<file path="src/core/pllcfg_pkg.sv">
// constants, types and register map of the loop configuration block
// assumes a 200 MHz system clock and an 8-bit special-function register port
package pllcfg_pkg;
	// ********************************************************
	// register map and values after reset
	// ********************************************************
	localparam logic [7:0] PLLCFG_ADDR_PREDIV = 8'h8D;
	localparam logic [7:0] PLLCFG_ADDR_MULT = 8'h8E;
	localparam logic [7:0] PLLCFG_ADDR_FILT = 8'h8F;
	localparam logic [7:0] PLLCFG_RST_PREDIV = 8'h01;
	localparam logic [7:0] PLLCFG_RST_MULT = 8'h01;
	localparam logic [7:0] PLLCFG_RST_FILT = 8'h31;
	localparam logic [7:0] PLLCFG_RD_UNMAPPED = 8'h00;

	// ********************************************************
	// field layout
	// ********************************************************
	localparam int PLLCFG_DIV_W = 5;
	localparam int PLLCFG_MULT_W = 8;
	localparam int PLLCFG_FILT_W = 6;
	localparam int PLLCFG_OSC_LSB = 4;
	localparam int PLLCFG_LPF_W = 4;
	localparam logic [5:0] PLLCFG_DIV_ZERO_EFF = 6'h20;
	localparam logic [8:0] PLLCFG_MULT_ZERO_EFF = 9'h100;

	// ********************************************************
	// timing
	// ********************************************************
	localparam int PLLCFG_CLK_PERIOD_PS = 5000;
	localparam int PLLCFG_LOCK_STABLE_NS = 100;
	// least time, rounded up to whole cycles
	localparam int PLLCFG_LOCK_STABLE_CYC =
		(PLLCFG_LOCK_STABLE_NS * 1000 + PLLCFG_CLK_PERIOD_PS - 1) / PLLCFG_CLK_PERIOD_PS;
	localparam int PLLCFG_CNT_W = 8;

	// ********************************************************
	// types
	// ********************************************************
	typedef enum logic [1:0] {
		PLLCFG_IDLE = 2'b00,
		PLLCFG_SETTLE = 2'b01,
		PLLCFG_LOCKED = 2'b10
	} pllcfg_lock_e;

	typedef struct packed {
		logic wr;
		logic [7:0] addr;
		logic [7:0] wdata;
	} pllcfg_sfr_s;

	typedef struct packed {
		logic [5:0] div;
		logic [8:0] mult;
		logic [1:0] osc;
		logic [3:0] lpf;
	} pllcfg_cfg_s;
endpackage

</file>
<file path="src/core/pllcfg_top.sv">
// loop configuration block: pre-divider, multiplier and filter registers plus lock flag
// assumes a single-cycle register write port and a raw lock indication from the analog loop
// the analog loop, its reference source and the loop enable register live outside
//
// Contract
// - nonzero pre-divide code divides by that code
// - zero pre-divide code divides by thirty-two
// - pre-divider upper three bits read zero
// - nonzero multiplier code multiplies by that code
// - zero multiplier code multiplies by 256
// - filter register upper two bits read zero
// - output equals reference times multiplier over divider
// - lock flag set once loop stable
// - disabled loop held in reset, no lock
`timescale 1ns/10ps
module pllcfg_top #(
	parameter int LOCK_STABLE_CYCLES = pllcfg_pkg::PLLCFG_LOCK_STABLE_CYC
) (
	// clock and reset
	input wire logic CLK_I,
	input wire logic ARST_N_I,
	// register port
	input wire pllcfg_pkg::pllcfg_sfr_s SFR_REQ_I,
	output logic [7:0] SFR_RDATA_O,
	// loop control and status
	input wire logic LOOP_RUN_ENABLE_I,
	input wire logic LOOP_LOCK_DET_I,
	output logic LOOP_RESET_O,
	output logic LOCK_FLAG_O,
	// effective settings to the analog loop
	output pllcfg_pkg::pllcfg_cfg_s CFG_O
);
	// reset copy, stored fields and output flops
	logic rst_meta_r, rst_sync_r;
	logic [pllcfg_pkg::PLLCFG_DIV_W-1:0] ref_predivide_code_r;
	logic [pllcfg_pkg::PLLCFG_MULT_W-1:0] loop_mult_code_r;
	logic [pllcfg_pkg::PLLCFG_FILT_W-1:0] filt_r;
	logic [7:0] rdata_r;
	logic loop_reset_r;
	pllcfg_pkg::pllcfg_cfg_s cfg_r;
	logic lock_flag;

	// ********************************************************
	// reset release
	// ********************************************************
	// assertion is immediate, release waits two edges to avoid metastable recovery
	always_ff @(posedge CLK_I or negedge ARST_N_I) begin
		if (!ARST_N_I) begin
			rst_meta_r <= 1'b0;
			rst_sync_r <= 1'b0;
		end else begin
			rst_meta_r <= 1'b1;
			rst_sync_r <= rst_meta_r;
		end
	end

	// ********************************************************
	// register decode
	// ********************************************************
	wire hit_div = SFR_REQ_I.addr == pllcfg_pkg::PLLCFG_ADDR_PREDIV;
	wire hit_mult = SFR_REQ_I.addr == pllcfg_pkg::PLLCFG_ADDR_MULT;
	wire hit_filt = SFR_REQ_I.addr == pllcfg_pkg::PLLCFG_ADDR_FILT;
	wire wr_div = SFR_REQ_I.wr && hit_div;
	wire wr_mult = SFR_REQ_I.wr && hit_mult;
	wire wr_filt = SFR_REQ_I.wr && hit_filt;
	// any new setting invalidates a reported lock
	wire cfg_wr = wr_div || wr_mult || wr_filt;

	// read mux; unused upper bits are zero-extended
	wire [7:0] rd_div = {3'h0, ref_predivide_code_r};
	wire [7:0] rd_filt = {2'h0, filt_r};
	wire [7:0] rd_nxt = hit_div ? rd_div :
		hit_mult ? loop_mult_code_r :
		hit_filt ? rd_filt : pllcfg_pkg::PLLCFG_RD_UNMAPPED;

	// ********************************************************
	// configuration registers
	// ********************************************************
	// only the implemented field bits are stored, so upper written bits are dropped
	always_ff @(posedge CLK_I or negedge rst_sync_r) begin
		if (!rst_sync_r) begin
			ref_predivide_code_r <= pllcfg_pkg::PLLCFG_RST_PREDIV[pllcfg_pkg::PLLCFG_DIV_W-1:0];
			loop_mult_code_r <= pllcfg_pkg::PLLCFG_RST_MULT;
			filt_r <= pllcfg_pkg::PLLCFG_RST_FILT[pllcfg_pkg::PLLCFG_FILT_W-1:0];
		end else begin
			if (wr_div) begin
				ref_predivide_code_r <= SFR_REQ_I.wdata[pllcfg_pkg::PLLCFG_DIV_W-1:0];
			end
			if (wr_mult) begin
				loop_mult_code_r <= SFR_REQ_I.wdata;
			end
			if (wr_filt) begin
				filt_r <= SFR_REQ_I.wdata[pllcfg_pkg::PLLCFG_FILT_W-1:0];
			end
		end
	end

	// ********************************************************
	// effective ratios
	// ********************************************************
	// zero codes select the largest ratio; outside reset the analog loop never sees a zero
	wire [5:0] div_eff = (ref_predivide_code_r == '0) ? pllcfg_pkg::PLLCFG_DIV_ZERO_EFF :
		{1'b0, ref_predivide_code_r};
	wire [8:0] mult_eff = (loop_mult_code_r == '0) ? pllcfg_pkg::PLLCFG_MULT_ZERO_EFF :
		{1'b0, loop_mult_code_r};
	// range codes pass through as written; picking them right is software's job
	wire [1:0] osc_range_sel = filt_r[pllcfg_pkg::PLLCFG_OSC_LSB +: 2];
	wire [3:0] loop_filter_sel = filt_r[pllcfg_pkg::PLLCFG_LPF_W-1:0];

	// ********************************************************
	// output registers
	// ********************************************************
	// the loop produces reference * mult_eff / div_eff from these values
	always_ff @(posedge CLK_I or negedge rst_sync_r) begin
		if (!rst_sync_r) begin
			cfg_r <= '0;
			rdata_r <= pllcfg_pkg::PLLCFG_RD_UNMAPPED;
			loop_reset_r <= 1'b1;
		end else begin
			cfg_r <= '{div: div_eff, mult: mult_eff, osc: osc_range_sel, lpf: loop_filter_sel};
			rdata_r <= rd_nxt;
			loop_reset_r <= !LOOP_RUN_ENABLE_I;
		end
	end

	// lock qualifier
	pllcfg_lock #(
		.STABLE_CYC(LOCK_STABLE_CYCLES)
	) u_lock (
		.clk_i(CLK_I),
		.rst_n_i(rst_sync_r),
		.enable_i(LOOP_RUN_ENABLE_I),
		.restart_i(cfg_wr),
		.det_i(LOOP_LOCK_DET_I),
		.locked_o(lock_flag)
	);

	// every port comes straight from a flop
	assign SFR_RDATA_O = rdata_r;
	assign LOOP_RESET_O = loop_reset_r;
	assign LOCK_FLAG_O = lock_flag;
	assign CFG_O = cfg_r;
endmodule // pllcfg_top

</file>
<file path="src/core/pllcfg_lock.sv">
// lock qualifier: turns the raw phase-detector lock indication into a stable flag
// assumes the detector input is synchronous to the clock
`timescale 1ns/10ps
module pllcfg_lock #(
	parameter int STABLE_CYC = pllcfg_pkg::PLLCFG_LOCK_STABLE_CYC
) (
	// clock and reset
	input wire logic clk_i,
	input wire logic rst_n_i,
	// control
	input wire logic enable_i,
	input wire logic restart_i,
	input wire logic det_i,
	// status
	output logic locked_o
);
	localparam logic [pllcfg_pkg::PLLCFG_CNT_W-1:0] LAST = pllcfg_pkg::PLLCFG_CNT_W'(STABLE_CYC - 1);

	pllcfg_pkg::pllcfg_lock_e state_r, state_nxt;
	logic [pllcfg_pkg::PLLCFG_CNT_W-1:0] cnt_r, cnt_nxt;
	logic locked_r;

	// ********************************************************
	// settle sequencing
	// ********************************************************
	// any dropout of the detector restarts the stable count, so a glitchy lock never reports
	always_comb begin
		state_nxt = state_r;
		cnt_nxt = cnt_r;
		case (state_r)
			pllcfg_pkg::PLLCFG_IDLE: begin
				cnt_nxt = '0;
				if (enable_i && !restart_i) begin
					state_nxt = pllcfg_pkg::PLLCFG_SETTLE;
				end
			end
			pllcfg_pkg::PLLCFG_SETTLE: begin
				if (!det_i) begin
					cnt_nxt = '0;
				end else if (cnt_r == LAST) begin
					state_nxt = pllcfg_pkg::PLLCFG_LOCKED;
				end else begin
					cnt_nxt = cnt_r + 1'b1;
				end
			end
			pllcfg_pkg::PLLCFG_LOCKED: begin
				if (!det_i) begin
					state_nxt = pllcfg_pkg::PLLCFG_SETTLE;
					cnt_nxt = '0;
				end
			end
			default: begin
				state_nxt = pllcfg_pkg::PLLCFG_IDLE;
			end
		endcase
		// leaving enable or a new setting wins over everything
		if (!enable_i || restart_i) begin
			state_nxt = pllcfg_pkg::PLLCFG_IDLE;
			cnt_nxt = '0;
		end
	end

	// state registers
	always_ff @(posedge clk_i or negedge rst_n_i) begin
		if (!rst_n_i) begin
			state_r <= pllcfg_pkg::PLLCFG_IDLE;
			cnt_r <= '0;
			locked_r <= 1'b0;
		end else begin
			state_r <= state_nxt;
			cnt_r <= cnt_nxt;
			locked_r <= (state_nxt == pllcfg_pkg::PLLCFG_LOCKED);
		end
	end

	assign locked_o = locked_r;
endmodule // pllcfg_lock

</file>
<file path="config.mk">
export PLATFORM = sky130hd
export DESIGN_NAME = pllcfg_top
export DESIGN_NICKNAME = d
export VERILOG_FILES = /design/src/core/pllcfg_pkg.sv /design/src/core/pllcfg_top.sv /design/src/core/pllcfg_lock.sv
export SDC_FILE = /design/constraint.sdc
export NUM_CORES = 1
export LEC_CHECK = 0
export BUFFER_PORTS_ARGS = -buffer_cell sky130_fd_sc_hd__buf_2
export CORE_ASPECT_RATIO = 1.4
export CORE_MARGIN = 10
export CORE_UTILIZATION = 53
export CTS_CLUSTER_DIAMETER = 150
export DETAILED_ROUTE_END_ITERATION = 8
export PLACE_DENSITY_LB_ADDON = 0.2
export SYNTH_ARGS = -nofsm -noshare
export SYNTH_HDL_FRONTEND = slang
export SYNTH_HIERARCHICAL = 1
export SYNTH_SLANG_ARGS = --single-unit
</file>
<file path="constraint.sdc">
create_clock -name CLK_I -period 2.25 [get_ports CLK_I]
set_input_delay 0.45 -clock CLK_I [delete_from_list [all_inputs] [get_ports CLK_I]]
set_output_delay 0.45 -clock CLK_I [all_outputs]
set_load 0.1 [all_outputs]
</file>
### After elaboration in Yosys (flattened, before gate mapping)

Index checks and enable logic that the tools add are counted.

| word-level totals | value |
|---|---|
| bits in registers | 62 |
| input port bits | 21 |
| output and inout port bits | 31 |
| logic and storage cells | 54 |

| operators by class | value |
|---|---|
| add/subtract/negate cells | 1 |
| equal/unequal tests | 9 |
| multiplexer cells | 16 |
| reduce and logical (&&, ||, !) cells | 14 |

Operators with widths:

| cell | count |
|---|---|
| $mux W8 | 6 |
| $eq A8 B8 Y1 const B | 3 |
| $pmux W8 S3 | 1 |
| $mux W6 | 2 |
| $mux W2 | 5 |
| $mux W9 | 1 |
| $add A8 B1 Y8 const B | 1 |
| $eq A8 B5 Y1 const B | 1 |
| $logic_not A8 Y1 | 1 |
| $pmux W2 S3 | 1 |
| $logic_not A5 Y1 | 1 |
| $eq A2 B2 Y1 const B | 2 |
| $logic_and A1 B1 Y1 | 4 |
| $ne A4 B4 Y1 const B | 1 |
| $reduce_bool A4 Y1 | 1 |
| $logic_or A1 B1 Y1 | 3 |
| $ne A3 B2 Y1 const B | 1 |
| $reduce_and A3 Y1 | 1 |
| $eq A2 B1 Y1 const B | 1 |
| $logic_not A1 Y1 | 2 |
| $logic_not A2 Y1 | 1 |

### Logic depth before layout (Yosys ltp)

Gate-level depths: netlist (run 1).

| logic depth | value |
|---|---|
| depth after elaboration | 10 |
| gate-level depth with buffers | 7 |
| gate-level depth less buffers | 6 |

### By module

The synthesis (run 1) kept the hierarchy.

Modules (own cells, without submodules):

| module | times used | cells each | area an instance (µm²) | seq. area each (µm²) |
|---|---|---|---|---|
| pllcfg_top | 1 | 122 | 1871.8 | 1283.7 |
| pllcfg_lock | 1 | 56 | 591.8 | 275.3 |

### Least setup slack after synthesis (run 1)

OpenSTA, ideal clock, no wires.

| timing | value |
|---|---|
| kind | input -> register |
| from | input SFR_REQ_I[12] (netlist bit) |
| to | register u_lock/cnt_r[7] (netlist bit) |
| library setup time | 124 ps |
| arrival | 1872 ps |
| required time | 2126 ps |
| path slack | 254 ps |
| stages | 7 |
| buffers on the path | 1 |
| cell sequence | and4bb_4 -> o2111a_1 -> nand2b_1 -> clkbuf_1 -> a211oi_2 -> nor3b_1 -> a211o_1 |

| on the way | value |
|---|---|
| word-level cells in the longest chain between the ends | 7 |
| elaborated cells on any way between the ends | 14 |
| classes of those cells | 5 x eq/ne; 1 x mux; 8 x reduce/logical |

RTL lines:

| what | line | source |
|---|---|---|
| start, declared | pllcfg_top.sv:23 | `input wire pllcfg_pkg::pllcfg_sfr_s SFR_REQ_I,` |
| $eq A8 B8 Y1, on equally long branches | pllcfg_top.sv:60, pllcfg_top.sv:61 |  |
| $logic_and A1 B1 Y1, on equally long branches | pllcfg_top.sv:63, pllcfg_top.sv:64 |  |
| $logic_or A1 B1 Y1 | pllcfg_top.sv:67 | `wire cfg_wr = wr_div \|\| wr_mult \|\| wr_filt;` |
| $logic_or A1 B1 Y1 * | pllcfg_top.sv:67 |  |
| net cfg_wr | pllcfg_top.sv:67 |  |
| $logic_or A1 B1 Y1 * | pllcfg_lock.sv:57 | `if (!enable_i \|\| restart_i) begin` |
| $ne A4 B4 Y1 (no line), or another cell as far along | n/a |  |
| $reduce_and A3 Y1 (no line) | n/a |  |
| end signal, assigned | pllcfg_lock.sv:71 | `cnt_r <= cnt_nxt;` |
| end, declared | pllcfg_lock.sv:20 | `logic [pllcfg_pkg::PLLCFG_CNT_W-1:0] cnt_r, cnt_nxt;` |

The timed path passes the listed nets; every way through them passes the cells marked *.
A chain may end at the register's enable or synchronous reset.

### Final worst setup path (run 1)

| timing | value |
|---|---|
| from | register u_lock/cnt_r[4] (netlist bit) |
| to | register u_lock/cnt_r[0] (netlist bit) |

| on the way | value |
|---|---|
| word-level cells in the longest chain between the ends | 3 |

RTL lines:

| what | line | source |
|---|---|---|
| $eq A8 B5 Y1 | pllcfg_lock.sv:40 | `end else if (cnt_r == LAST) begin` |
| $ne A4 B4 Y1 (no line) | n/a |  |
| $reduce_and A3 Y1 (no line) | n/a |  |

No other way between the ends.

==> results of run 1 <==
-- sequential cells by signal, summed over array words and instances (netlist names) --
| register | flops |
|---|---|
| CFG_O | 21 |
| SFR_RDATA_O | 8 |
| loop_mult_code_r | 8 |
| u_lock/cnt_r | 8 |
| filt_r | 6 |
| ref_predivide_code_r | 5 |
| u_lock/state_r | 2 |
| LOOP_RESET_O | 1 |
| rst_meta_r | 1 |
| rst_sync_r | 1 |
| u_lock/locked_o | 1 |
-- path summary, 6_finish.rpt --
check	from	to	slack [ps]	cells past startpoint
max	u_lock/cnt_r[4]	u_lock/cnt_r[0]	380	4
min	LOOP_RUN_ENABLE_I	LOOP_RESET_O	250	2
max reg2reg	u_lock/cnt_r[4]	u_lock/cnt_r[0]	380	4
min reg2reg	rst_sync_r	loop_mult_code_r[7]	280	0
max in group asynchronous	rst_sync_r	filt_r[4]	1310	1
min in group asynchronous	rst_sync_r	loop_mult_code_r[7]	280	0
-- what timing repair did --
item,4_1_cts,5_1_grt
hold buffers,1,0
hold endpoints to repair,2,0
setup buffers,0,0
-- power groups by stage --
stage / Sequential [mW] / Combinational, mW / Clock, mW
global route: 1.21 / 0.344 / 1.27
floorplan: 1.41 / 0.0673 / 0
CTS: 1.20 / 0.332 / 1.22
detailed placement: 1.22 / 0.330 / 0
global placement: 1.22 / 0.326 / 0
finish: 1.20 / 0.328 / 1.20
-- critical path: cells and delay by family, from the launching register on --
kind               cells  cell delay, ps
muxes                  1             250
and+or+nand+nor        2             920
DFF                    1             490
AOI/OAI and AO/OA      1             150
-- layer usage --
metal | track usage, % | part of all wire, % | vias up
li1 | - | - | 733
met1 | 14.6 | 38 | 786
met2 | 25.0 | 54 | 54
met3 | 5.80 | 6.3 | 8
met4 | 5.63 | 1.4 | 0
met5 | 0 | 0 | -
-- cell type report --
type                       count  area [sq um]
sequential                    62          1560
fill                         350          1510
multi-input combinational     99           833
timing repair buffer          55           300
clock buffer                  13           159
clock inverter                 3          90.1
tap                           62          77.6
inverter                       1          3.75
-- cell usage in the layout, fill, tap and decap left out, types with 2 or more instances in the layout --
master and n:
dfrtp_1 55, buf_2 51, mux2_2 26, nor2_1 11, clkbuf_8 11, dfstp_2 6
and3_1 5, a22oi_1 5, a21oi_1 5, nand2_1 4, a31oi_1 4, or4_1 3
bufinv_16 3, nand4_4 2, clkbuf_1 2, buf_4 2, nand3b_1 2, nand3_1 2
a22o_1 2, or3_1 2
-- cells by family after synthesis --
kind of cell | synth area share (%)
compound gates | 6.60
buf+inv | 2.89
simple gates | 14.3
xor+xnor | 0.356
flops | 63.3
other cells | 0.152
fa+ha+maj | 0.508
mux | 11.9
==> flow_metrics.py, run 1 <==
metrics = {
    "floorplan": {
        "pin_count": 52,
        "rows": 29,
        "coreArea_sq_um": 4540,
        "die_h_um": 101,
        "dieArea_sq_um": 7810,
        "fp.dieW_um": 77.6,
        "start_util_pct": 54.3,
    },
    "cts": {
        "clk_pin_slew_ps": 70,
        "cts_tree": "built",
        "cts_resized": 0,
        "cts_buffers": 9,
        "cts.sinks": 62,
        "cts_root_buf": "clkbuf_8",
        "cts_htree_levels": 3,
        "clk_path_buf_depth": 2,
        "insertion_delay_ps": 320,
    },
    "placement": {
        "gp_congestion": 0.799,
        "place_hpwl_um": 3990,
        "dpl_worst_slack_ps": 274,
        "place_inst": 278,
        "place_area_sq_um": 2770,
        "port_buffers": 51,
    },
    "power": {
        "netSwitchingFraction_pct": 25.5,
        "p_int_mw": 2.03,
        "power_density_nw_per_um2": 902,
        "clkPwrFrac_pct": 44.0,
        "power_frac_comb_pct": 12.0,
        "peakVddDrop_mv": 0.674,
        "p_switching_uw": 695,
        "pwr-share-seq_pct": 43.9,
        "p_leak_nw": 1.57,
        "power_mw": 2.73,
    },
    "sta": {
        "finalWorstSetupSlack_ps": 380,
        "skew_ps": 4.56,
        "tns_ps": 0,
        "holdWs_ps": 249,
        "finalSetupViolCount": 0,
        "finalCritPeriodShare_pct": 83.1,
        "tightest_slew_ps": 613,
        "finalHoldViolations": 0,
        "maxSlewHeadroom_pct": 59.1,
        "fmax_mhz": 535,
        "finalMaxSlewViolations": 0,
        "rsz0062_at_grt": "no",
        "fin_crit_ps": 1870,
    },
    "cells_and_area": {
        "utilization_pct": 66.7,
        "final_cells": 295,
        "drive_gt1_share_pct": 49.4,
        "area_growth_syn_to_layout_pct": 22.8,
        "stdcell_area_sq_um": 3020,
        "nets": 250,
        "num_antenna_cells": 0,
    },
    "global_route": {
        "grt_pass1_vias": 1745,
        "grt_pass1_wl_um": 8690,
        "grtUsageTotal_pct": 14.2,
        "antenna_found_initial": 0,
        "grt_max_degree": 33,
        "grt_overflow": 0,
    },
    "synth": {
        "synth_edf_count": 0,
        "synth_area_per_cell_sq_um": 13.8,
        "ys.warnings.count": 6,
        "synth_ff_type": "dfrtp_1",
        "synth_commonest_cells": "dfrtp_1, mux2_2, clkbuf_1",
        "synth_top_area_share_pct": 56.9,
        "ys_async_sr_fraction_pct": 100,
        "ys_types": 44,
        "synth.largest_area_cell": "dfrtp_1",
        "synthTopCellsByArea": "dfrtp_1, mux2_2, dfstp_2, clkbuf_1, nand4_4",
        "ys_ff_latch": 62,
        "syn_inst": 178,
        "yosysMostFrequentCell": "dfrtp_1",
        "syn-num-nets": 200,
        "seq_area_frac_synth_pct": 63.3,
        "synthesis.area_sq_um": 2460,
    },
    "detailed_routing": {
        "drtPass1Iterations": 4,
        "wire_per_inst_um": 18.0,
        "vias_per_cell": 5.36,
        "detail-route-antenna-nets": 0,
        "drtIter0Drc": 52,
        "post-route-drc-count": 0,
        "vias": 1581,
        "wirelength_um": 5320,
    },
    "setup_path": {
        "start_kind": "flip-flop",
        "cpPeakStageDelay_ps": 490,
        "worstPathRequired_ps": 2520,
        "path_cells": "nor4b_2 > a21oi_2 > nor3_1 > mux2_2",
        "critical_path_class": "flip-flop to flip-flop",
        "cp_max_fo": 8,
        "worstSetupEndpointType": "flip-flop",
        "arrival_ps": 2140,
        "slowest_stage": "dfrtp_1",
    },
    "flow_run": {
        "maxCapViolCount": 0,
    },
    "worst_hold_path": {
        "hold_path_class": "primary input to flip-flop",
    },
    "status": {
        "status": "complete, no violations",
    },
}
Power figures use the tool's default switching activity.
==> run 2: changes to the inputs <==
CORE_UTILIZATION = 48   (was 53)
clock period = 1.7 ns   (was 2.25 ns; I/O delays follow)
==> run 2 against run 1 <==
Effect of this change: cell area grew 4.8%; setup slack lost 300 ps; routed wire length grew 2.3%; worst hold slack lost 99 ps; combinational power grew 39%; cell count grew 5.4%.
==> flow_metrics.py, run 2 (synthesis results as in run 1) <==
metrics = {
    "status": {
        "status": "complete, no violations",
    },
    "setup_path": {
        "crit_family": "simple AND/OR/NAND/NOR gates",
        "slowest_stage": "dfrtp_1",
        "cp_max_fo": 3,
        "path_cells": "nor4b_2 > buf_4 > a21oi_4 > or3_4 > a31oi_1",
        "path_buf_inv": 1,
        "reg2reg_from": "u_lock/cnt_r[5]",
        "worstPathRequired_ps": 1940,
        "r2r_slack_ps": 70,
        "rr_endpoint": "u_lock/cnt_r[3]",
        "worstSetupEndpointType": "flip-flop",
        "arrival_ps": 1870,
        "rr_worst_depth": 5,
        "critical_path_class": "flip-flop to flip-flop",
        "start_kind": "flip-flop",
        "cpPeakStageDelay_ps": 410,
    },
    "worst_hold_path": {
        "hold_depth": 2,
        "hold_path_class": "primary input to flip-flop",
        "hp-start": "LOOP_RUN_ENABLE_I",
        "min_to": "LOOP_RESET_O",
    },
    "sta": {
        "finalHoldViolations": 0,
        "finalCritPeriodShare_pct": 95.6,
        "finalMaxSlewViolations": 0,
        "finalWorstSetupSlack_ps": 74.9,
        "fin_crit_ps": 1630,
        "fmax_mhz": 615,
        "finalSetupViolCount": 0,
        "skew_ps": 7.12,
        "rsz0062_at_grt": "no",
    },
    "power": {
        "p_leak_nw": 1.64,
        "power_density_nw_per_um2": 1130,
        "peakVddDrop_mv": 0.660,
    },
    "detailed_routing": {
        "wire_per_inst_um": 17.5,
        "detail-route-antenna-nets": 0,
        "drtPass1Iterations": 4,
        "wirelength_um": 5440,
        "vias": 1614,
        "drtIter0Drc": 72,
        "post-route-drc-count": 0,
        "vias_per_cell": 5.19,
    },
    "cells_and_area": {
        "layout_commonest_cell": "dfrtp_1",
        "area_growth_syn_to_layout_pct": 28.7,
        "utilization_pct": 64.5,
        "final_cell_mix": "dfrtp_1, buf_2, mux2_2",
        "nets": 264,
        "num_antenna_cells": 0,
        "drive_gt1_share_pct": 53.4,
        "largest_reg_flops": 21,
        "fillCellCount": 406,
    },
    "placement": {
        "gp_congestion": 0.917,
        "dpl_worst_slack_ps": -102,
        "port_buffers": 51,
        "place_hpwl_um": 4030,
    },
    "global_route": {
        "antenna_found_initial": 0,
        "grt_overflow": 0,
        "grt_pass1_wl_um": 9200,
        "grtUsageTotal_pct": 14.2,
        "grt_pass1_vias": 1809,
        "grt_max_degree": 49,
    },
    "cts": {
        "cts.sinks": 62,
        "insertion_delay_ps": 330,
        "cts_htree_levels": 3,
        "clk_pin_slew_ps": 60,
        "clk_path_buf_depth": 2,
        "cts_tree": "built",
        "cts_root_buf": "clkbuf_8",
        "cts_buffers": 9,
    },
    "floorplan": {
        "coreArea_sq_um": 4920,
        "die_h_um": 105,
        "fp.dieW_um": 80.6,
        "start_util_pct": 50.1,
        "dieArea_sq_um": 8440,
        "pin_count": 52,
        "rows": 30,
    },
    "flow_run": {
        "maxCapViolCount": 0,
    },
}
==> run 2: cell count changes in the layout (fill, tap and decap cells not counted), sizes merged <==
cell	previous run	this run
buf	54	68
clkbuf	13	12
clkinv	0	1
==> run 2: cell type report <==
cell class,count,area [sq um],share of cell area (%)
Clock buffer,12,145,4.58
Timing Repair Buffer,69,418,13.2
Clock inverter,4,95.1,3.00
Tap cell,64,80.1,2.53
Multi-Input combinational cell,99,868,27.4
Inverter,1,3.75,0.118
Sequential cell,62,1560,49.2
==> run 2: how the worst max path moves through the flow <==
stage / cells after the start / start / endpoint
5_1_grt: 5 / u_lock/cnt_r[7] / u_lock/cnt_r[5]
3_5_place_dp: 7 / SFR_REQ_I[12] / u_lock/cnt_r[3]
2_1_floorplan: 7 / SFR_REQ_I[12] / u_lock/cnt_r[7]
6_report: 5 / u_lock/cnt_r[5] / u_lock/cnt_r[3]
3_3_place_gp: 5 / u_lock/cnt_r[1] / u_lock/cnt_r[5]
4_1_cts: 6 / u_lock/cnt_r[1] / u_lock/cnt_r[7]
==> run 2: layer usage <==
metal	wire [um]	up-vias	GRT usage (%)
met4	104	0	6.44
met5	0	-	0
li1	-	758	-
met2	2990	38	24.1
met1	2050	809	15.0
met3	291	9	5.32
==> run 2: power by group <==
group | internal (mW) | switching, mW
Clock | 1.01 | 0.524
Sequential | 1.54 | 0.0384
Combinational | 0.104 | 0.353
Total | 2.66 | 0.915
==> run 2: worst register-to-register path, cell delays in order (launching register included) <==
cell and delay (ps):
dfrtp_1 410, nor4b_2 310, buf_4 190, a21oi_4 70, or3_4 380, a31oi_1 190
==> run 2: timing repair <==
action                     4_1_cts  5_1_grt
pin swaps                        1        2
gates resized for setup          2        4
buffers inserted                 0        2
setup endpoints to repair        2        5
hold endpoints to repair         2        0
gates cloned                     0        0
hold buffers                     1        0
==> run 2: through the flow <==
stage / cell area, sq um / instances / total power, mW / TNS (ps) / hold WS (ps)
6_report: 3170 / 311 / 3.57 / 0 / 150
3_3_place_gp: 2860 / 292 / 2.06 / -102 / 126
2_1_floorplan: 2470 / 178 / 1.95 / -76.1 / 44.4
3_5_place_dp: 2860 / 292 / 2.06 / -319 / 128
5_1_grt: 3170 / 311 / 3.71 / 0 / 143
4_1_cts: 3120 / 309 / 3.61 / 0 / 131
==> run 3: changes to the inputs <==
==> constraint.sdc (replaced) <==
create_clock -name CLK_I -period 1.7 [get_ports CLK_I]
set_input_delay 0.085 -clock CLK_I [delete_from_list [all_inputs] [get_ports CLK_I]]
set_output_delay 0.085 -clock CLK_I [all_outputs]
set_load 0.1 [all_outputs]
==> run 3 against run 2 <==
Effect of this change: sequential share of layout area is 0.12 points lower; non-clock buffer count is 5 higher; sequential power hardly changed; first-iteration DRC count is 5.6% higher; maximum frequency is 0.63% lower; clock power is 12% lower; critical path depth stayed put; power is 4.7% lower; clock skew hardly changed; cell area is 0.32% higher.
==> flow_metrics.py, run 3 (synthesis results as in run 1) <==
metrics = {
    "detailed_routing": {
        "detail-route-antenna-nets": 0,
        "vias_per_cell": 5.23,
        "drtIter0Drc": 76,
        "vias": 1654,
        "post-route-drc-count": 0,
        "wirelength_um": 5660,
        "wire_per_inst_um": 17.9,
        "drtPass1Iterations": 5,
    },
    "power": {
        "power_density_nw_per_um2": 1070,
        "p_int_mw": 2.47,
        "p_switching_uw": 931,
        "pwr-share-seq_pct": 46.3,
        "clkPwrFrac_pct": 40.0,
        "power_frac_comb_pct": 13.8,
        "power_mw": 3.40,
        "p_leak_nw": 1.64,
        "peakVddDrop_mv": 0.863,
        "netSwitchingFraction_pct": 27.4,
    },
    "floorplan": {
        "fp.dieW_um": 80.6,
        "coreArea_sq_um": 4920,
        "die_h_um": 105,
        "pin_count": 52,
        "start_util_pct": 50.1,
        "dieArea_sq_um": 8440,
        "rows": 30,
    },
    "sta": {
        "holdWs_ps": 17.4,
        "finalCritPeriodShare_pct": 96.2,
        "fin_crit_ps": 1640,
        "finalMaxSlewViolations": 0,
        "finalHoldViolations": 0,
        "tns_ps": 0,
        "fmax_mhz": 611,
        "finalSetupViolCount": 0,
        "skew_ps": 7.55,
    },
    "status": {
        "status": "complete, no violations",
    },
    "cells_and_area": {
        "drive_gt1_share_pct": 52.8,
        "final_cell_mix": "dfrtp_1, buf_2, mux2_2",
        "largest_reg_flops": 21,
        "layout_commonest_cell": "dfrtp_1",
        "nets": 269,
        "utilization_pct": 64.7,
        "num_antenna_cells": 0,
        "area_growth_syn_to_layout_pct": 29.1,
    },
    "cts": {
        "cts.sinks": 62,
        "cts_root_buf": "clkbuf_8",
        "cts_buffers": 9,
        "clk_path_buf_depth": 2,
        "cts_htree_levels": 3,
        "cts_tree": "built",
        "clk_pin_slew_ps": 60,
        "insertion_delay_ps": 330,
    },
    "placement": {
        "place_hpwl_um": 4000,
        "gp_congestion": 0.751,
        "port_buffers": 51,
    },
    "setup_path": {
        "cp_max_fo": 4,
        "worstPathRequired_ps": 1950,
        "r2r_slack_ps": 60,
        "start_kind": "flip-flop",
        "worstSetupEndpointType": "flip-flop",
        "critical_path_class": "flip-flop to flip-flop",
        "arrival_ps": 1880,
    },
    "flow_run": {
        "maxCapViolCount": 0,
    },
    "global_route": {
        "grt_max_degree": 61,
        "grt_pass1_wl_um": 8970,
        "grt_overflow": 0,
        "grt_pass1_vias": 1812,
        "grtUsageTotal_pct": 13.9,
        "antenna_found_initial": 0,
    },
    "worst_hold_path": {
        "hold_path_class": "primary input to flip-flop",
    },
}
==> run 3: power by group through the flow <==
stage          logic [mW]  registers (mW)  clock network [mW]
2_1_floorplan      0.0891            1.86                   0
3_5_place_dp        0.462            1.60                   0
4_1_cts             0.473            1.58                1.39
6_report            0.468            1.58                1.36
5_1_grt             0.494            1.58                1.46
3_3_place_gp        0.457            1.60                   0
==> run 3: final timing paths <==
kind	from	to	cells past startpoint
worst max register to register	u_lock/cnt_r[6]	u_lock/cnt_r[5]	5
worst min-delay path	SFR_REQ_I[2]	filt_r[2]	2
worst max-delay path	u_lock/cnt_r[6]	u_lock/cnt_r[5]	5
worst min register to register	rst_sync_r	CFG_O[15]	1
min in group asynchronous	ARST_N_I	rst_sync_r	2
max in group asynchronous	rst_sync_r	ref_predivide_code_r[0]	1
==> run 3: metal layers <==
metal	track usage [%]	part of all wire, %
met5	0	0
met4	7.32	2.4
met3	4.97	5.8
met2	24.1	56
met1	14.0	35
==> run 3: cell type report <==
| type | instances | area, sq um |
|---|---|---|
| Fill cell | 386 | 1740 |
| Sequential cell | 62 | 1560 |
| Multi-Input combinational cell | 99 | 875 |
| Timing Repair Buffer | 74 | 453 |
| Clock buffer | 12 | 135 |
| Tap cell | 64 | 80.1 |
| Clock inverter | 4 | 72.6 |
| Inverter | 1 | 3.75 |
==> run 3: worst max-delay path, stage by stage (launching register included) <==
cell	delay [ps]
dfrtp_2	440
nor4b_4	290
buf_4	190
a21oi_4	70
or3_4	390
a31oi_1	170
==> run 3: repair_timing <==
| item | CTS | global route |
|---|---|---|
| resized for setup | 1 | 7 |
| setup endpoints to repair | 2 | 7 |
| hold buffers | 5 | 0 |
| pin swaps | 1 | 5 |
| endpoints found under the hold margin | 7 | 0 |
| buffers inserted | 0 | 4 |
==> run 3: through the flow <==
| stage | instance area [sq um] | std cells | worst slack, ps |
|---|---|---|---|
| final | 3180 | 316 | 64.6 |
| after global routing | 3180 | 316 | -7.36 |
| after CTS | 3120 | 312 | 6.50 |
| after detailed placement | 2850 | 291 | -24.8 |
| after global placement | 2850 | 291 | 34.9 |
| after floorplan | 2460 | 178 | 69.0 |
